[config.mk]
export PLATFORM = sky130hd
export DESIGN_NAME = dfm_input_map
export DESIGN_NICKNAME = d
export VERILOG_FILES = /design/src/common/dfm_pkg.sv /design/src/rtl/dfm_input_map.sv
export SDC_FILE = /design/constraint.sdc
export NUM_CORES = 1
export LEC_CHECK = 0
export ABC_AREA = 1
export BUFFER_PORTS_ARGS = -buffer_cell sky130_fd_sc_hd__buf_2
export CAP_MARGIN = 15
export CELL_PAD_IN_SITES_DETAIL_PLACEMENT = 1
export CELL_PAD_IN_SITES_GLOBAL_PLACEMENT = 1
export CORE_MARGIN = 5
export CORE_UTILIZATION = 45
export CTS_BUF_LIST = sky130_fd_sc_hd__clkbuf_4
export CTS_CLUSTER_DIAMETER = 80
export DETAILED_ROUTE_END_ITERATION = 8
export PLACE_DENSITY_LB_ADDON = 0.1
export SLEW_MARGIN = 20
export SYNTH_ARGS = -nofsm -noshare
export SYNTH_HDL_FRONTEND = slang
export SYNTH_SLANG_ARGS = --single-unit
export TNS_END_PERCENT = 30
[constraint.sdc]
create_clock -name mclk -period 13.5 [get_ports mclk]
set_input_delay 2.7 -clock mclk [delete_from_list [all_inputs] [get_ports mclk]]
set_output_delay 2.7 -clock mclk [all_outputs]
set_load 0.02 [all_outputs]
[src/common/dfm_pkg.sv]
// Purpose: constants and types of the digital input function map
// Assumes: one 100 MHz clock, APB register access
// Notes:   codes are the values software writes into a selector
// Operation
// (RULE1) each terminal has its own 16-bit selector
// (RULE2) codes 1-4 speed step bits, 0 none
// (RULE3) code 6 gives an inch motion request
// (RULE4) code 7 holds present speed
// (RULE5) codes 8, 9 pick ramp time set
// (RULE6) code 10 is external fault input
// (RULE7) code 11 blocks the power output
// (RULE8) code 13 cancels automatic ramp timing
// (RULE9) codes 15, 16 pick analog frequency source
// (RULE10) code 18 forces a stop
// (RULE11) codes 19, 20 step frequency up, down
// (RULE12) code 22 clears counter, 23 counts terminal six
// (RULE13) code 21 turns process control loop off
// (RULE14) codes 26, 27 pick control mode, regulator set
// (RULE15) code 28 raises emergency stop fault
// (RULE16) codes 29, 30 confirm star, delta winding
// (RULE17) codes 31-33 apply high, middle, low bias
// (RULE18) wiring mode zero: terminals one, two normal
// (RULE19) nonzero wiring mode takes terminals one, two; here only modes 1-6 do, values above six count as off
// (RULE20) mode 1 forward/reverse, mode 2 run/direction
// (RULE21) three-wire mode makes terminal three stop
// (RULE22) terminal seven selector zero: pulse input
// (RULE23) modes 3, 6 three-wire; 4-6 quick start
// (RULE24) unlisted codes act as no function
package dfm_pkg;
  localparam int NUM_TERM = 10;  // seven base, three extension
  localparam int SEL_W    = 16;  // selector width
  localparam int IDX_W    = 10;  // register index width
  localparam int ADDR_W   = 12;  // byte address width
  localparam int DATA_W   = 32;  // apb data width
  localparam int CNT_W    = 16;  // counter widths
  localparam int FC_MAX   = 33;  // highest mapped code
  localparam int FC_BITS  = 6;   // code bits used as index
  // register indexes; byte address is four times the index
  localparam logic [IDX_W-1:0] IDX_MODE  = 10'h200;
  localparam logic [IDX_W-1:0] IDX_LEVEL = 10'h220;
  localparam logic [IDX_W-1:0] IDX_COUNT = 10'h221;
  localparam logic [IDX_W-1:0] IDX_PULSE = 10'h222;
  localparam logic [IDX_W-1:0] IDX_FUNC  = 10'h223;
  localparam logic [NUM_TERM-1:0][IDX_W-1:0] IDX_SEL = {
    10'h21C, 10'h21B, 10'h21A, 10'h207, 10'h206,
    10'h205, 10'h204, 10'h203, 10'h202, 10'h201};
  localparam logic [NUM_TERM-1:0][SEL_W-1:0] SEL_RST = {
    16'h0000, 16'h0000, 16'h0000, 16'h0000, 16'h0004,
    16'h0003, 16'h0002, 16'h0001, 16'h0000, 16'h0000};
  localparam logic [SEL_W-1:0] MODE_RST = 16'h0000;
  // terminal positions in the pin vector
  localparam int TERM_ONE   = 0;
  localparam int TERM_TWO   = 1;
  localparam int TERM_THREE = 2;
  localparam int TERM_SIX   = 5;
  localparam int TERM_SEVEN = 6;
  // function codes
  localparam int FC_NONE = 0;
  localparam int FC_STEP1 = 1;
  localparam int FC_STEP4 = 4;
  localparam int FC_RESET = 5;
  localparam int FC_INCH = 6;
  localparam int FC_HOLD = 7;
  localparam int FC_RAMP0 = 8;
  localparam int FC_RAMP1 = 9;
  localparam int FC_EXTF = 10;
  localparam int FC_BLOCK = 11;
  localparam int FC_OSTOP = 12;
  localparam int FC_AUTO_OFF = 13;
  localparam int FC_AI1 = 15;
  localparam int FC_AI2 = 16;
  localparam int FC_FSTOP = 18;
  localparam int FC_UP = 19;
  localparam int FC_DOWN = 20;
  localparam int FC_PCL_OFF = 21;
  localparam int FC_CNT_CLR = 22;
  localparam int FC_CNT_IN = 23;
  localparam int FC_INCH_F = 24;
  localparam int FC_INCH_R = 25;
  localparam int FC_TQC = 26;
  localparam int FC_ASR = 27;
  localparam int FC_ESTOP = 28;
  localparam int FC_STAR = 29;
  localparam int FC_DELTA = 30;
  localparam int FC_BIAS_HI = 31;
  localparam int FC_BIAS_LO = 33;
  // codes with a function here; 14 and 17 have none
  localparam logic [FC_MAX:0] FC_IMPL = 34'h3FFFDBFFE;
  // wiring modes
  localparam logic [SEL_W-1:0] WM_2W1  = 16'h0001;
  localparam logic [SEL_W-1:0] WM_2W2  = 16'h0002;
  localparam logic [SEL_W-1:0] WM_3W   = 16'h0003;
  localparam logic [SEL_W-1:0] WM_2W1Q = 16'h0004;
  localparam logic [SEL_W-1:0] WM_2W2Q = 16'h0005;
  localparam logic [SEL_W-1:0] WM_3WQ  = 16'h0006;

  typedef enum logic [1:0] {
    RS_STOP = 2'b00,
    RS_RUN  = 2'b01
  } dfm_run_type;

  typedef struct packed {
    logic       forward_run;          // run forward
    logic       reverse_run;          // run reverse
    logic       quick_start;          // output kept ready
    logic [3:0] step_sel;             // speed step bits
    logic       reset_req;            // fault reset
    logic       inch_motion;          // inch request
    logic       inch_fwd;             // forward inch
    logic       inch_rev;             // reverse inch
    logic       ramp_hold;            // hold present speed
    logic [1:0] ramp_sel;             // ramp time set
    logic       external_fault_input; // external fault
    logic       base_block;           // power output off
    logic       output_stop;          // output stop
    logic       auto_ramp_cancel;     // fixed ramp times
    logic       freq_from_ai1;        // analog source one
    logic       freq_from_ai2;        // analog source two
    logic       forced_stop;          // forced stop
    logic       freq_up;              // step reference up
    logic       freq_down;            // step reference down
    logic       process_control_off;  // loop disabled
    logic       counter_clear;        // counter held clear
    logic       torque_control_sel;   // torque mode chosen
    logic       speed_regulator_set_two; // second gain set
    logic       emergency_stop_fault; // emergency stop
    logic       star_confirm;         // star winding
    logic       delta_confirm;        // delta winding
    logic [2:0] torque_bias;          // high, middle, low
    logic       pulse_edge;           // feedback pulse
  } dfm_func_type;

  typedef struct packed {
    logic [NUM_TERM-1:0]            sync1;   // first stage
    logic [NUM_TERM-1:0]            sync2;   // second stage
    logic [NUM_TERM-1:0]            prev;    // delayed level
    logic [NUM_TERM-1:0][SEL_W-1:0] sel;     // selectors
    logic [SEL_W-1:0]               mode;    // wiring mode
    dfm_run_type                    run;     // three-wire latch
    dfm_func_type                   func;    // mapped outputs
    logic [CNT_W-1:0]               count;   // terminal six count
    logic [CNT_W-1:0]               pulses;  // feedback pulses
    logic [DATA_W-1:0]              prdata;  // read data
    logic                           pslverr; // unmapped access
  } dfm_state_type;

  localparam dfm_state_type STATE_RST = '{
    sel: SEL_RST, mode: MODE_RST, run: RS_STOP, default: '0};
endpackage

[src/rtl/dfm_input_map.sv]
// Purpose: map drive input terminals to internal functions
// Assumes: pins are asynchronous contacts, debounced elsewhere
// Notes:   apb slave with zero wait states; outputs registered
//
// Decided for this implementation: the APB slave port.
`timescale 1ns/10ps
`default_nettype none
module dfm_input_map
  import dfm_pkg::*;
(
  input  wire logic                mclk,          // 100 MHz clock
  input  wire logic                sys_rst,       // async reset
  input  wire logic [NUM_TERM-1:0] term_pins,     // terminal levels
  input  wire logic                psel,          // apb select
  input  wire logic                penable,       // apb enable
  input  wire logic                pwrite,        // apb direction
  input  wire logic [ADDR_W-1:0]   paddr,         // apb byte address
  input  wire logic [DATA_W-1:0]   pwdata,        // apb write data
  output logic      [DATA_W-1:0]   prdata,        // apb read data
  output logic                     pready,        // apb ready
  output logic                     pslverr,       // apb error
  output dfm_func_type             func_out,      // mapped functions
  output logic      [CNT_W-1:0]    counter_value, // terminal count
  output logic      [CNT_W-1:0]    pulse_count    // feedback pulses
);

  dfm_state_type                 s_q;      // all state
  dfm_state_type                 s_d;      // next state
  logic [NUM_TERM-1:0][FC_MAX:0] hit;      // active code per input
  logic [FC_MAX:0]               any_hit;  // code active anywhere
  logic [NUM_TERM-1:0]           lvl;      // synchronised levels
  logic [NUM_TERM-1:0]           rise;     // rising edges
  logic                          wm_on;    // wiring mode active
  logic                          wm_three; // three-wire mode
  logic                          wm_two1;  // forward/reverse mode
  logic                          wm_two2;  // run/direction mode
  logic                          setup_ph; // apb setup cycle
  logic                          wr_acc;   // apb write access
  logic [IDX_W-1:0]              a_idx;    // register index
  logic                          rd_ok;    // index is mapped
  logic [DATA_W-1:0]             rd_val;   // selected read value
  logic                          cnt_tick; // counter input edge
  logic                          pls_tick; // pulse input edge

  // edges only look at the second stage and its delayed copy
  assign lvl  = s_q.sync2;
  assign rise = s_q.sync2 & ~s_q.prev;

  // wiring mode decode; values above six count as off
  assign wm_on    = (s_q.mode >= WM_2W1) && (s_q.mode <= WM_3WQ);
  assign wm_three = (s_q.mode == WM_3W) || (s_q.mode == WM_3WQ); // [RULE23]
  assign wm_two1  = (s_q.mode == WM_2W1) || (s_q.mode == WM_2W1Q);
  assign wm_two2  = (s_q.mode == WM_2W2) || (s_q.mode == WM_2W2Q);

  // apb phase decode; no wait states, so ready is constant
  assign setup_ph = psel && !penable;
  assign wr_acc   = psel && penable && pwrite;
  assign a_idx    = paddr[ADDR_W-1:2];
  assign pready   = 1'b1;

  // outputs straight from state flops
  assign prdata        = s_q.prdata;
  assign pslverr       = s_q.pslverr;
  assign func_out      = s_q.func;
  assign counter_value = s_q.count;
  assign pulse_count   = s_q.pulses;

  // counter counts only on terminal six
  assign cnt_tick = rise[TERM_SIX]
                    && s_q.sel[TERM_SIX] == SEL_W'(FC_CNT_IN); // [RULE12]
  // terminal seven with zero selector feeds pulse feedback
  assign pls_tick = rise[TERM_SEVEN]
                    && s_q.sel[TERM_SEVEN] == SEL_W'(FC_NONE); // [RULE22]

  // per-terminal decode of the selector into a one-hot code
  for (genvar t = 0; t < NUM_TERM; t++)
  begin : g_dec
    logic taken; // terminal owned by the wiring mode
    logic known; // selector names a function here
    always_comb
    begin
      taken = (wm_on && (t == TERM_ONE || t == TERM_TWO))  // [RULE19]
              || (wm_three && t == TERM_THREE);             // [RULE21]
      // out of range or unlisted codes drive nothing
      known = (s_q.sel[t] <= SEL_W'(FC_MAX))
              && FC_IMPL[s_q.sel[t][FC_BITS-1:0]]          // [RULE24]
              && (s_q.sel[t] != SEL_W'(FC_CNT_IN)
                  || t == TERM_SIX);                        // [RULE12]
      hit[t] = '0;
      // own selector steers the terminal when not taken
      if (lvl[t] && !taken && known)                        // [RULE18]
      begin
        hit[t][s_q.sel[t][FC_BITS-1:0]] = 1'b1;             // [RULE1]
      end
    end
  end

  // several terminals may carry one code; they are or-ed
  always_comb
  begin
    any_hit = '0;
    for (int t = 0; t < NUM_TERM; t++)
    begin
      any_hit = any_hit | hit[t];
    end
  end

  // register read mux
  always_comb
  begin
    rd_ok  = 1'b1;
    rd_val = '0;
    case (a_idx)
      IDX_MODE:  rd_val = DATA_W'(s_q.mode);
      IDX_LEVEL: rd_val = DATA_W'(lvl);
      IDX_COUNT: rd_val = DATA_W'(s_q.count);
      IDX_PULSE: rd_val = DATA_W'(s_q.pulses);
      IDX_FUNC:  rd_val = DATA_W'(s_q.func);
      default:   rd_ok  = 1'b0;
    endcase
    // selector indexes are not contiguous, so search them
    for (int t = 0; t < NUM_TERM; t++)
    begin
      if (a_idx == IDX_SEL[t])
      begin
        rd_ok  = 1'b1;
        rd_val = DATA_W'(s_q.sel[t]);
      end
    end
  end

  // next state
  always_comb
  begin
    s_d = s_q;
    // two-flop synchroniser then edge reference
    s_d.sync1 = term_pins;
    s_d.sync2 = s_q.sync1;
    s_d.prev  = s_q.sync2;

    // three-wire run latch; stop contact opens to stop
    case (s_q.run)
      RS_STOP:
      begin
        if (wm_three && lvl[TERM_THREE] && rise[TERM_ONE]) // [RULE23]
        begin
          s_d.run = RS_RUN;
        end
      end
      RS_RUN:
      begin
        if (!wm_three || !lvl[TERM_THREE])                // [RULE21]
        begin
          s_d.run = RS_STOP;
        end
      end
      default:
      begin
        s_d.run = RS_STOP;
      end
    endcase

    // run and direction from the wiring mode
    if (wm_two1)
    begin
      s_d.func.forward_run = lvl[TERM_ONE];               // [RULE20]
      s_d.func.reverse_run = lvl[TERM_TWO];
    end
    else if (wm_two2)
    begin
      s_d.func.forward_run = lvl[TERM_ONE] && !lvl[TERM_TWO]; // [RULE20]
      s_d.func.reverse_run = lvl[TERM_ONE] && lvl[TERM_TWO];
    end
    else if (wm_three)
    begin
      // direction follows terminal two while latched
      s_d.func.forward_run = (s_d.run == RS_RUN)
                             && !lvl[TERM_TWO];          // [RULE23]
      s_d.func.reverse_run = (s_d.run == RS_RUN) && lvl[TERM_TWO];
    end
    else
    begin
      s_d.func.forward_run = 1'b0;                        // [RULE18]
      s_d.func.reverse_run = 1'b0;
    end
    // quick start keeps the output stage armed
    s_d.func.quick_start = (s_q.mode >= WM_2W1Q)
                           && (s_q.mode <= WM_3WQ);       // [RULE23]

    // selector-driven functions
    s_d.func.step_sel    = any_hit[FC_STEP4:FC_STEP1];    // [RULE2]
    s_d.func.reset_req   = any_hit[FC_RESET];
    s_d.func.inch_motion = any_hit[FC_INCH];              // [RULE3]
    s_d.func.inch_fwd    = any_hit[FC_INCH_F];
    s_d.func.inch_rev    = any_hit[FC_INCH_R];
    s_d.func.ramp_hold   = any_hit[FC_HOLD];              // [RULE4]
    s_d.func.ramp_sel    = any_hit[FC_RAMP1:FC_RAMP0];    // [RULE5]
    s_d.func.external_fault_input = any_hit[FC_EXTF];     // [RULE6]
    s_d.func.base_block  = any_hit[FC_BLOCK];             // [RULE7]
    s_d.func.output_stop = any_hit[FC_OSTOP];
    s_d.func.auto_ramp_cancel = any_hit[FC_AUTO_OFF];     // [RULE8]
    s_d.func.freq_from_ai1 = any_hit[FC_AI1];             // [RULE9]
    s_d.func.freq_from_ai2 = any_hit[FC_AI2];             // [RULE9]
    s_d.func.forced_stop = any_hit[FC_FSTOP];             // [RULE10]
    s_d.func.freq_up     = any_hit[FC_UP];                // [RULE11]
    s_d.func.freq_down   = any_hit[FC_DOWN];              // [RULE11]
    s_d.func.process_control_off = any_hit[FC_PCL_OFF];   // [RULE13]
    s_d.func.counter_clear = any_hit[FC_CNT_CLR];         // [RULE12]
    s_d.func.torque_control_sel = any_hit[FC_TQC];        // [RULE14]
    s_d.func.speed_regulator_set_two = any_hit[FC_ASR];   // [RULE14]
    s_d.func.emergency_stop_fault = any_hit[FC_ESTOP];    // [RULE15]
    s_d.func.star_confirm  = any_hit[FC_STAR];            // [RULE16]
    s_d.func.delta_confirm = any_hit[FC_DELTA];           // [RULE16]
    // bit 2 high, bit 1 middle, bit 0 low bias
    s_d.func.torque_bias = {any_hit[FC_BIAS_HI],
                            any_hit[FC_BIAS_HI+1],
                            any_hit[FC_BIAS_LO]};         // [RULE17]
    s_d.func.pulse_edge = pls_tick;                       // [RULE22]

    // clear is a level and beats a coincident count
    if (any_hit[FC_CNT_CLR])
    begin
      s_d.count = '0;                                     // [RULE12]
    end
    else if (cnt_tick)
    begin
      s_d.count = s_q.count + 1'b1;
    end
    // pulse count wraps; software takes differences
    if (pls_tick)
    begin
      s_d.pulses = s_q.pulses + 1'b1;
    end

    // register writes take effect in the access cycle
    if (wr_acc)
    begin
      if (a_idx == IDX_MODE)
      begin
        s_d.mode = pwdata[SEL_W-1:0];
      end
      for (int t = 0; t < NUM_TERM; t++)
      begin
        if (a_idx == IDX_SEL[t])
        begin
          s_d.sel[t] = pwdata[SEL_W-1:0];                 // [RULE1]
        end
      end
    end
    // read data and error are set up one cycle ahead
    if (setup_ph)
    begin
      s_d.prdata  = pwrite ? '0 : rd_val;
      s_d.pslverr = !rd_ok;
    end
  end

  // single state register
  always_ff @(posedge mclk or posedge sys_rst)
  begin
    if (sys_rst)
    begin
      s_q <= STATE_RST;
    end
    else
    begin
      s_q <= s_d;
    end
  end
endmodule // dfm_input_map
`default_nettype wire

==> results.ini <==
[status]
outcome=finished, final reports clean

[clock_tree]
cts_resized=0
path_clk_slew_ns=0.07
cts_tree=done
h-tree-depth=3
numCtsBuffers=85
cts-root-buf=clkbuf_4
cts_setup_buffers=0
insertion_delay_ns=0.87
cts_hold_buf=0
cts_buffer_depth=3
cts.sinks=300

[synthesis]
syn_area_um2=19040
synthTopCellsByArea=dfrtp_1, nand2_1, o21ai_0
synth_compound_area_frac=0.1116
syn-num-nets=2870
synth_seq_cells=300
ys_types=48
muxShareOfSynthArea=0.0005257
ys_dominant_reg_cell=dfrtp_1
synth_top_area_frac=0.3877
yosysMostFrequentCell=nand2_1
synthSimpleGateAreaFrac=0.3476
synth_edf_count=0
synth-adder-area-share=0.001314
synth_commonest_cells=nand2_1, nor2_1, inv_1, dfrtp_1, o21ai_0
synthCells=2809
yosysSeqAreaShare=0.3946
synth_xor_area_frac=0.01334
synth_top_area_cell=dfrtp_1
async_flop_share=1.000
synth_top_family_by_area=simple AND/OR/NAND/NOR gates
synth.avg_cell_area_um2=6.778
yosysWarnings=0

[flow_run]
max_cap_violations=0

[worst_setup_path]
reg2reg_from=s_q[176]
cp-start-kind=input pin
cp.required_ns=14.21
worst-r2r-setup-slack_ns=10.62
worstPathArrival_ns=6.23
path_cells=buf_2 > nor2_4 > nand3_2 > nor2_4 > nand2_1 > o21ai_0 > inv_1 > nand2_1 > nand2_1 > nand2_1 > nand3_1 > nand2_1 > nand2_1 > nand2_1 > nand2_1
crit_fanout=34
worst_r2r_path_depth=11
crit_top_cell=nand2_1
cp_slowest_cell=nand2_1
cpPeakStageDelay_ns=0.95
cp-end-kind=flop
rr_endpoint=func_out[17]
path_class=input pin to flop

[drt]
ant_nets=0
drc_errors=0
vias_per_cell=5.608
totalWireLength_um=78050
drtIter0Drc=1600
via_count=19259
dr.pass1.iters=5
post_drt_wl_per_cell_um=22.73

[sta]
slew_headroom=0.2132
skew_ns=0.09070
max_freq_mhz=181.0
post-route-period-util=0.4093
slew_violations=0
grt_setup_unrepaired=no
setup_violations=0
totalNegativeSetupSlack_ns=0
holdWs_ns=0.2937
setup_ws_ns=7.975
finalHoldViolations=0
period_needed_ns=5.525
worstMarginPinSlew_ns=1.169

[min_path]
hold_depth=0
holdPathEnd=lvl[2]
hp-start=s_d[289]
hold_class=flop to flop

[final_layout]
layout.nets=2898
drive_gt1_frac=0.1272
synthToLayoutAreaGrowth_pct=7.104
fillers=5592

[global_routing]
grt_max_degree=109
grt_use_total=0.3314
grt_pass1_wl_um=119200
antenna_found_initial=2
gr-usage-met2=0.5308
overflow=0
gr-max-usage-layer=met2
grt_pass1_vias=19936
grtUsageMet1=0.4440
grt_use_met3=0.06264

[power_and_ir_drop]
finalPower_mw=1.927
vdd_ir_drop_max_v=0.00008185
p_per_area_nw_per_um2=94.49
power.leakage_nw=10.21

[place]
pre_cts_ws_ns=7.309
gp_congestion=1.037
portBuffers=139
dp_hpwl_um=60720

[die]
die_area_um2=46520
fp.dieH_um=215.7
std_cell_rows=75
initial_utilization=0.4539
die_w_um=215.7
num_io_pins=159
core-area_um2=41950

report_power, final:
part	internal, mW	switching (mW)
Sequential	0.914	0.0170
Combinational	0.0295	0.102
Clock	0.456	0.407
Total	1.40	0.527
worst max-delay path, delay by kind of cell:
kind | cells | cell delay, ns
buf+inv | 2 | 0.18
compound gates | 1 | 0.43
simple gates | 12 | 2.86
metal layers:
layer  part of all wire  wire length, µm  vias to the layer above
met2               0.45            35420                      608
met5            0.00017               13                        -
met3              0.063             4902                      152
met1               0.44            34460                     9480
met4              0.042             3253                        2
li1                   -                -                     9017
state kept, by name, summed over array words and instances (netlist names):
| register | flops |
|---|---|
| pulse_count | 16 |
| s_d | 10 |
| s_q | 181 |
| prdata | 32 |
| counter_value | 16 |
| lvl | 10 |
| func_out | 34 |
| pslverr | 1 |
through the flow:
stage	std cells	utilization	cell area (µm²)
floorplan	2809	-	19040
global placement	3289	0.4598	19290
detailed placement	3289	0.4598	19290
CTS	3431	0.4854	20360
global route	3432	0.4860	20390
finish	3434	0.4861	20390
how the worst max path moves through the flow:
stage | startpoint | end | slack [ns] | cells past startpoint
after floorplan | sys_rst | counter_value[0] | 2.52 | 1
after global placement | paddr[9] | prdata[5] | 7.42 | 15
after detailed placement | paddr[9] | prdata[12] | 7.31 | 15
after CTS | paddr[9] | prdata[12] | 8.17 | 15
after global routing | paddr[9] | prdata[3] | 7.82 | 15
final | paddr[9] | prdata[5] | 7.97 | 15
kinds of logic (layout without fill, tap and decap cells):
logic type / Yosys count / after routing
AO/OA/AOI/OAI: 404 / 404
XOR/XNOR: 29 / 29
adder cells (fa/ha/maj): 2 / 2
buffers and inverters: 548 / 631
flip-flops: 300 / 300
multiplexers: 1 / 1
other: 2 / 5
AND/OR/NAND/NOR: 1523 / 1523
area by class of cell:
type | instances | area (µm²) | area share
antenna | 3 | 7.507 | 0.0003681
inverter | 338 | 1276 | 0.06258
timing repair buffer | 151 | 785.8 | 0.03853
clock buffer | 124 | 930.9 | 0.04565
tap | 539 | 674.4 | 0.03307
clock inverter | 18 | 140.1 | 0.006872
multi-input combinational | 1961 | 9064 | 0.4445
sequential | 300 | 7513 | 0.3684
cell usage in the layout (no fill, tap or decap), drive strengths merged, types with 5 or more instances in the layout:
| cell | netlist | layout |
|---|---|---|
| nand3 | 282 | 282 |
| nand3b | 6 | 6 |
| a31oi | 23 | 23 |
| nand4 | 46 | 46 |
| or2 | 5 | 5 |
| o211ai | 10 | 10 |
| clkbuf | 76 | 124 |
| xor2 | 23 | 23 |
| dfrtp | 295 | 295 |
| nor2 | 367 | 367 |
| nor3 | 85 | 85 |
| xnor2 | 6 | 6 |
| nor4 | 19 | 19 |
| dfstp | 5 | 5 |
| o21ai | 320 | 320 |
| buf | 134 | 151 |
| nand2 | 705 | 705 |
| clkinv | 0 | 14 |
| a21oi | 39 | 39 |
| inv | 338 | 339 |
(Power assumes the default switching activity.)
